--- src/pkg/cvc_pkg.sv ---
// Constants, types and register map of the card-side answer-to-reset block
package cvc_pkg;
   // APB byte offsets
   localparam logic [7:0] A_CTRL = 8'h00;
   localparam logic [7:0] A_CLASS = 8'h04;
   localparam logic [7:0] A_SPEED = 8'h08;
   localparam logic [7:0] A_HIST = 8'h0C;
   localparam logic [7:0] A_STAT = 8'h10;
   localparam logic [7:0] A_CLR = 8'h14;
   localparam logic [7:0] A_IEN = 8'h18;
   // Reset values
   localparam logic [4:0] CLASS_RST = 5'h01;
   localparam logic [1:0] CSTOP_RST = 2'h0;
   localparam logic [7:0] SPEED_DEF = 8'h11;
   // Speed factor codes, FI in high nibble, DI in low nibble
   localparam logic [7:0] F512_D8 = 8'h94;
   localparam logic [7:0] F512_D16 = 8'h98;
   localparam logic [3:0] FI_512 = 4'h9;
   localparam logic [3:0] DI_64 = 4'h7;
   // Answer-to-reset characters
   localparam logic [7:0] TS_DIRECT = 8'h3B;
   localparam logic [3:0] T0_Y1 = 4'h9;
   localparam logic [3:0] HIST_LEN = 4'h7;
   localparam logic [7:0] TD1_T0 = 8'h80;
   localparam logic [7:0] TD2_T15 = 8'h1F;
   localparam logic [3:0] T_GLOBAL = 4'hF;
   localparam logic [7:0] CAT_TLV = 8'h80;
   localparam logic [7:0] TAG_SVC = 8'h31;
   localparam logic [7:0] TAG_CAP = 8'h73;
   localparam logic [3:0] ATR_LAST = 4'hD;
   // Character framing: start, 8 data, parity, then two guard etu
   localparam logic [3:0] BIT_PAR = 4'h9;
   localparam logic [3:0] BIT_LAST = 4'hB;
   localparam logic [8:0] ETU_DEF = 9'h174;
   // Status bit positions
   localparam int ST_DONE = 0;
   localparam int ST_RST = 1;
   localparam int ST_CFG = 2;
   localparam int N_EVT = 3;

   typedef struct packed {
      logic [1:0] clkstop;
      logic [4:0] classes;
      logic [7:0] speed;
      logic [7:0] svc;
      logic [23:0] caps;
   } cvc_cfg_t;

   typedef enum logic [3:0] {
      S_IDLE = 4'b0001,
      S_WAIT = 4'b0010,
      S_SEND = 4'b0100,
      S_DONE = 4'b1000
   } cvc_state_t;
endpackage

--- src/hdl/cvc_card_atr.sv ---
// Card-side answer-to-reset sender with voltage class and speed checks
`timescale 1ns/1ps
`default_nettype none

module cvc_card_atr
   import cvc_pkg::*;
#(
   parameter int ATR_DLY_CLK = 400
) (
   input wire logic pclk,
   input wire logic presetn,
   input wire logic psel,
   input wire logic penable,
   input wire logic pwrite,
   input wire logic [7:0] paddr,
   input wire logic [31:0] pwdata,
   output logic [31:0] prdata,
   output logic pready,
   output logic pslverr,
   input wire logic card_clk,
   input wire logic card_rst,
   input wire logic io_in,
   output logic io_out,
   output logic io_oe_n,
   output logic irq
);

   if (ATR_DLY_CLK < 1 || ATR_DLY_CLK > 65535) begin : g_chk
      $error("ATR_DLY_CLK out of range");
   end

   localparam logic [15:0] DLY_M1 = 16'(ATR_DLY_CLK - 1);

   function automatic logic cls_ok(input logic [4:0] c);
      logic [4:0] l;
      l = c & (~c + 5'h01);
      cls_ok = (c != 5'h00) && (((c + l) & c) == 5'h00);
   endfunction

   function automatic logic speed_ok(input logic [7:0] s);
      speed_ok = (s == SPEED_DEF) || (s == F512_D8) || (s == F512_D16)
         || (s == {FI_512, DI_64});
   endfunction

   function automatic logic [7:0] tck_of(input cvc_cfg_t c);
      tck_of = {T0_Y1, HIST_LEN} ^ c.speed ^ TD1_T0 ^ TD2_T15
         ^ {c.clkstop, 1'b0, c.classes} ^ CAT_TLV ^ TAG_SVC ^ c.svc
         ^ TAG_CAP ^ c.caps[7:0] ^ c.caps[15:8] ^ c.caps[23:16];
   endfunction

   function automatic logic [7:0] atr_byte(input logic [3:0] i, input cvc_cfg_t c);
      case (i)
         4'h0: atr_byte = TS_DIRECT;
         4'h1: atr_byte = {T0_Y1, HIST_LEN};
         4'h2: atr_byte = c.speed;
         4'h3: atr_byte = TD1_T0;
         4'h4: atr_byte = TD2_T15;
         4'h5: atr_byte = {c.clkstop, 1'b0, c.classes};
         4'h6: atr_byte = CAT_TLV;
         4'h7: atr_byte = TAG_SVC;
         4'h8: atr_byte = c.svc;
         4'h9: atr_byte = TAG_CAP;
         4'hA: atr_byte = c.caps[7:0];
         4'hB: atr_byte = c.caps[15:8];
         4'hC: atr_byte = c.caps[23:16];
         default: atr_byte = tck_of(c);
      endcase
   endfunction

   ////////////////////////////////////////////////////////////////////////
   // Pin synchronisers
   logic clk_s1_r, clk_s2_r, clk_s3_r;
   logic rst_s1_r, rst_s2_r, rst_s3_r;
   logic io_s1_r, io_s2_r;

   always_ff @(posedge pclk or negedge presetn) begin
      if (!presetn) begin
         {clk_s1_r, clk_s2_r, clk_s3_r} <= 3'h0;
         {rst_s1_r, rst_s2_r, rst_s3_r} <= 3'h0;
         {io_s1_r, io_s2_r} <= 2'h3;
      end else begin
         {clk_s1_r, clk_s2_r, clk_s3_r} <= {card_clk, clk_s1_r, clk_s2_r};
         {rst_s1_r, rst_s2_r, rst_s3_r} <= {card_rst, rst_s1_r, rst_s2_r};
         {io_s1_r, io_s2_r} <= {io_in, io_s1_r};
      end
   end

   wire logic clk_rise = clk_s2_r & ~clk_s3_r;
   wire logic rst_fall = rst_s3_r & ~rst_s2_r;

   ////////////////////////////////////////////////////////////////////////
   // APB slave, one wait state
   logic en_r;
   cvc_cfg_t cfg_r;
   logic [N_EVT-1:0] stat_r, ien_r;
   logic pready_r, pslverr_r, irq_r;
   logic [31:0] prdata_r;
   cvc_state_t st_r;

   wire logic acc = psel & penable;
   wire logic wr = acc & pready_r & pwrite;
   wire logic hit = (paddr == A_CTRL) || (paddr == A_CLASS) || (paddr == A_SPEED)
      || (paddr == A_HIST) || (paddr == A_STAT) || (paddr == A_CLR) || (paddr == A_IEN);
   wire logic wr_class = wr && (paddr == A_CLASS);
   wire logic wr_speed = wr && (paddr == A_SPEED);
   wire logic class_good = cls_ok(pwdata[4:0]);
   wire logic speed_good = speed_ok(pwdata[7:0]);
   wire logic bad_wr = (wr_class & ~class_good) | (wr_speed & ~speed_good);
   wire logic [N_EVT-1:0] clr = (wr && (paddr == A_CLR)) ? pwdata[N_EVT-1:0] : '0;

   logic [31:0] rd_mux;
   always_comb begin
      case (paddr)
         A_CTRL: rd_mux = {31'h0, en_r};
         A_CLASS: rd_mux = {24'h0, cfg_r.clkstop, 1'b0, cfg_r.classes};
         A_SPEED: rd_mux = {24'h0, cfg_r.speed};
         A_HIST: rd_mux = {cfg_r.caps, cfg_r.svc};
         A_STAT: rd_mux = {19'h0, io_s2_r, st_r, 5'h0, stat_r};
         A_IEN: rd_mux = {29'h0, ien_r};
         default: rd_mux = 32'h0;
      endcase
   end

   always_ff @(posedge pclk or negedge presetn) begin
      if (!presetn) begin
         pready_r <= 1'b0;
         pslverr_r <= 1'b0;
         prdata_r <= 32'h0;
      end else begin
         pready_r <= acc & ~pready_r;
         pslverr_r <= acc & ~pready_r & ~hit;
         prdata_r <= (acc & ~pready_r & ~pwrite) ? rd_mux : 32'h0;
      end
   end

   // Illegal class or speed sets are refused whole, old value kept
   always_ff @(posedge pclk or negedge presetn) begin
      if (!presetn) begin
         en_r <= 1'b0;
         cfg_r <= '{CSTOP_RST, CLASS_RST, SPEED_DEF, 8'h00, 24'h0};
         ien_r <= '0;
      end else begin
         if (wr && (paddr == A_CTRL)) en_r <= pwdata[0];
         if (wr_class && class_good) begin
            cfg_r.classes <= pwdata[4:0];
            cfg_r.clkstop <= pwdata[7:6];
         end
         if (wr_speed && speed_good) cfg_r.speed <= pwdata[7:0];
         if (wr && (paddr == A_HIST)) {cfg_r.caps, cfg_r.svc} <= pwdata;
         if (wr && (paddr == A_IEN)) ien_r <= pwdata[N_EVT-1:0];
      end
   end

   ////////////////////////////////////////////////////////////////////////
   // Answer sequencer, counted in sampled card clock edges
   logic [15:0] dly_r;
   logic [8:0] etu_r;
   logic [3:0] bit_r, idx_r;
   wire logic etu_end = clk_rise && (etu_r == ETU_DEF - 9'h001);
   wire logic atr_end = (st_r == S_SEND) && etu_end && (bit_r == BIT_LAST)
      && (idx_r == ATR_LAST);
   wire logic [7:0] cur_byte = atr_byte(idx_r, cfg_r);
   logic frame_bit;
   always_comb begin
      if (bit_r == 4'h0) frame_bit = 1'b0;
      else if (bit_r < BIT_PAR) frame_bit = cur_byte[3'(bit_r - 4'h1)];
      else if (bit_r == BIT_PAR) frame_bit = ^cur_byte;
      else frame_bit = 1'b1;
   end

   always_ff @(posedge pclk or negedge presetn) begin
      if (!presetn) begin
         st_r <= S_IDLE;
         dly_r <= 16'h0;
         etu_r <= 9'h0;
         bit_r <= 4'h0;
         idx_r <= 4'h0;
      end else if (!rst_s2_r) begin
         st_r <= S_IDLE;
      end else begin
         case (st_r)
            S_IDLE: begin
               if (en_r && rst_s2_r && !rst_s3_r) begin
                  st_r <= S_WAIT;
                  dly_r <= 16'h0;
               end
            end
            S_WAIT: begin
               if (clk_rise) begin
                  dly_r <= dly_r + 16'h0001;
                  if (dly_r == DLY_M1) begin
                     st_r <= S_SEND;
                     {etu_r, bit_r, idx_r} <= '0;
                  end
               end
            end
            S_SEND: begin
               // Default etu only: no parameter selection exchange here
               if (clk_rise) etu_r <= etu_end ? 9'h0 : etu_r + 9'h001;
               if (etu_end) begin
                  bit_r <= (bit_r == BIT_LAST) ? 4'h0 : bit_r + 4'h1;
                  if (bit_r == BIT_LAST) idx_r <= idx_r + 4'h1;
                  if (atr_end) st_r <= S_DONE;
               end
            end
            S_DONE: st_r <= S_DONE;
            default: st_r <= S_IDLE;
         endcase
      end
   end

   ////////////////////////////////////////////////////////////////////////
   // Pin drive, interrupt status
   logic io_oe_n_r;
   wire logic [N_EVT-1:0] evt = {bad_wr, rst_fall && (st_r != S_IDLE), atr_end};

   always_ff @(posedge pclk or negedge presetn) begin
      if (!presetn) begin
         io_oe_n_r <= 1'b1;
         stat_r <= '0;
         irq_r <= 1'b0;
      end else begin
         // Open drain: only low is driven, high comes from the pull-up
         io_oe_n_r <= !((st_r == S_SEND) && rst_s2_r && !frame_bit);
         stat_r <= (stat_r & ~clr) | evt;
         irq_r <= |(stat_r & ien_r);
      end
   end

   assign prdata = prdata_r;
   assign pready = pready_r;
   assign pslverr = pslverr_r;
   assign io_out = 1'b0;
   assign io_oe_n = io_oe_n_r;
   assign irq = irq_r;

   // Table bytes named so that fields can be picked out of them
   wire logic [7:0] td1_byte = atr_byte(4'h3, cfg_r);
   wire logic [7:0] td2_byte = atr_byte(4'h4, cfg_r);
   wire logic [7:0] ta3_byte = atr_byte(4'h5, cfg_r);
endmodule

`default_nettype wire

--- config.mk ---
export PLATFORM = sky130hd
export DESIGN_NAME = cvc_card_atr
export DESIGN_NICKNAME = d
export VERILOG_FILES = /design/src/pkg/cvc_pkg.sv /design/src/hdl/cvc_card_atr.sv
export SDC_FILE = /design/constraint.sdc
export NUM_CORES = 1
export LEC_CHECK = 0
export BUFFER_PORTS_ARGS = -buffer_cell sky130_fd_sc_hd__buf_2
export CAP_MARGIN = 20
export CORE_ASPECT_RATIO = 0.8
export CORE_UTILIZATION = 59
export DETAILED_ROUTE_END_ITERATION = 7
export GPL_ROUTABILITY_DRIVEN = 0
export GPL_TIMING_DRIVEN = 0
export PLACE_DENSITY = 0.81
export SETUP_SLACK_MARGIN = 0.05
export SLEW_MARGIN = 10
export SYNTH_ARGS = -nofsm -noshare
export SYNTH_HDL_FRONTEND = slang
export SYNTH_SLANG_ARGS = --single-unit
--- constraint.sdc ---
create_clock -name pclk -period 3.05 [get_ports pclk]
set_clock_uncertainty 0.1 [all_clocks]
set_input_delay 0.61 -clock pclk [delete_from_list [all_inputs] [get_ports pclk]]
set_output_delay 0.61 -clock pclk [all_outputs]
set_load 0.02 [all_outputs]
==> flow_summary.toml <==
[outcome]
run_status = "complete, no violations"

[yosys]
syn_inst = 683
synth-main-ff-cell = "dfrtp_1"
syn-num-nets = 741
synth_area_um2 = 7080
ys_warn_count = 0
ys_seq_elements = 135
synth_edf_count = 0
ys_types = 68
ys_async_sr_fraction_pct = 100
ys_seq_area_share_pct = 47.8
syn-mean-instance-area_um2 = 10.4

[routing]
ant_nets = 0
num_vias = 5916
drt_iter0_drc = 591
wl_per_cell_um = 19.7
wl_um = 18600
routed_via_density = 6.27
drt_first_pass_iters = 5
drcViolationCount = 0

[sta]
hold_viol = 0
setup_violations = 0
max_slew.worst_pin.slew_ns = 0.767
grt_setup_unrepaired = "no"
fin_crit_sh_pct = 92.9
fmax_mhz = 353
slew_headroom_pct = 48.7
period_minus_slack_ns = 2.83
slew_viol_final = 0
setup_tns_ns = 0

[grt]
first_global_vias = 6064
grt_max_degree = 81
grt_overflow = 0
grt_pass1_wl_um = 30400
antenna_found_initial = 0
grtUsageTotal_pct = 31.4

[critical_path]
worstSetupEndpointType = "flip-flop"
startpoint_type = "flip-flop"
critPathKind = "reg -> reg"
reg2regPathDepth = 11
required_ns = 3.28
cp_max_fo = 10
cp_data_arrival_time_ns = 3.07

[floorplan]
ios = 85
fp-row-count = 35
chipHeight_um = 100
die_w_um = 124
initial_core_util_pct = 61.0
dieArea_um2 = 12400
core_area_um2 = 11600

[power]
power_leakage_nw = 3.90
power_density_nw_per_um2 = 487
irDropWorstVdd_v = 0.000417

[clock_tree]
clk_latency_ns = 0.42
cts_tree = "built"
cts_buffer_depth = 2
clkSinkCount = 135
clk_pin_slew_ns = 0.06
cts_max_level = 4
clock-root-buffer = "clkbuf_16"
cts_setup_buffers = 0
cts_made_buffers = 17

[layout]
area_growth_pct = 17.7
instances_no_fill = 944
nNetsFinal = 841
fillers = 826
drive_gt1_share_pct = 25.4
antenna_cells = 0
finalCoreUtilization_pct = 71.8
seq_area_um2 = 3390
multi_input_area_um2 = 3470

[hold_path]
hp-class = "in -> async"

[place]
hpwl_um = 13000
dp.cells = 912
portBuffers = 80

[flow_run]
drv_cap = 0
## path summary, 6_finish.rpt
check	from	end	slack [ns]
worst max-delay path	idx_r[1]$_DFFE_PN0P_	io_oe_n$_DFF_PN1_	0.22
worst min-delay path	presetn	prdata[25]$_DFF_PN0_	0.04
worst max register to register	idx_r[1]$_DFFE_PN0P_	io_oe_n$_DFF_PN1_	0.22
worst min register to register	io_s1_r$_DFF_PN1_	io_s2_r$_DFF_PN1_	0.25
max in group asynchronous	presetn	io_s1_r$_DFF_PN1_	2.01
min in group pclk	card_clk	clk_s1_r$_DFF_PN0_	0.19
## per-stage QoR
step	hold WS [ns]	total power [mW]	setup slack (ns)	area, µm²
final	0.0426	4.06	0.217	8330
after floorplan	0.214	1.88	0.528	7080
after CTS	0.0631	4.08	0.124	8300
after global placement	0.235	1.96	-0.412	7660
after detailed placement	0.237	1.97	0.0214	7700
after global routing	0.0786	4.17	0.0728	8330
## layout by cell type, fill, tap and decap left out, types with 17 or more instances in the layout
| master | synthesis | layout |
|---|---|---|
| buf_2 | 7 | 86 |
| o21ai_0 | 38 | 38 |
| xnor2_1 | 43 | 43 |
| clkbuf_1 | 23 | 25 |
| dfrtp_1 | 128 | 128 |
| and2_1 | 25 | 25 |
| nand2_1 | 44 | 44 |
| clkbuf_16 | 0 | 17 |
| nand3_1 | 32 | 32 |
| a21oi_1 | 33 | 32 |
| mux2_2 | 50 | 50 |
| nor2_1 | 49 | 49 |
| inv_1 | 19 | 19 |
## flip-flops by register name, indices dropped and copies added (netlist names), 3 cells and up
signal / count
cfg_r: 47
prdata: 32
dly_r: 16
etu_r: 9
bit_r: 4
idx_r: 4
st_r: 4
ien_r: 3
stat_r: 3
## power breakdown
group | total, mW | switching, mW | internal [mW] | leakage [nW]
Sequential | 1.81 | 0.00732 | 1.80 | 1.83
Combinational | 0.134 | 0.0889 | 0.0450 | 1.78
Clock | 2.12 | 0.816 | 1.30 | 0.292
Total | 4.06 | 0.912 | 3.15 | 3.90
## layout make-up
class                      count  share of cell area (%)
buffer                        36                    2.15
clock buffer                  20                    5.24
clock inverter                12                    2.00
inverter                      19                   0.856
multi-input combinational    493                    41.7
sequential                   135                    40.6
tap                          148                    2.22
timing repair buffer          81                    5.21
## worst max-delay path, cell delays in order (launching register included)
cell and delay, ns:
dfrtp_1 0.44, inv_1 0.12, ha_1 0.24, buf_6 0.16
a22o_1 0.23, a221oi_1 0.34, a21oi_1 0.14, nor4b_4 0.30
xnor2_1 0.18, xnor2_1 0.16, xnor2_1 0.11, a41oi_1 0.23
## routing by layer
| metal | wire, µm | GRT usage (%) | share of wire (%) | vias up |
|---|---|---|---|---|
| li1 | - | - | - | 2614 |
| met1 | 7670 | 41.4 | 41 | 2926 |
| met4 | 467 | 11.0 | 2.5 | 0 |
| met5 | 0 | 0 | 0 | - |
| met3 | 1620 | 8.53 | 8.7 | 49 |
| met2 | 8800 | 50.4 | 47 | 327 |
## what timing repair did
| item | in CTS | in global routing |
|---|---|---|
| hold buffers | 0 | 0 |
| endpoints found under the setup margin | 0 | 1 |
| resized for setup | 0 | 9 |
## kinds of logic after synthesis
kind of cell               count (synthesis)  synth area share (%)
adders and majority gates                 10                  1.77
buffers and inverters                     55                  3.52
DFF                                      135                  47.8
AOI/OAI and AO/OA                        126                  11.4
and+or+nand+nor                          239                  18.3
other                                      1                0.0530
muxes                                     59                  9.72
xor gates and xnor gates                  58                  7.37
## synthesized netlist by cell type, types with 19 or more instances
| cell | number | area share (%) |
|---|---|---|
| mux2_2 | 50 | 8.0 |
| nand2_1 | 44 | 2.3 |
| nor2_1 | 49 | 2.6 |
| and2_1 | 25 | 2.2 |
| o21ai_0 | 38 | 2.7 |
| dfrtp_1 | 128 | 45 |
| xnor2_1 | 43 | 5.3 |
| clkbuf_1 | 23 | 1.2 |
| inv_1 | 19 | 1.0 |
| a21oi_1 | 33 | 2.3 |
| nand3_1 | 32 | 2.3 |
No activity file was read; power rests on OpenSTA's default activity.
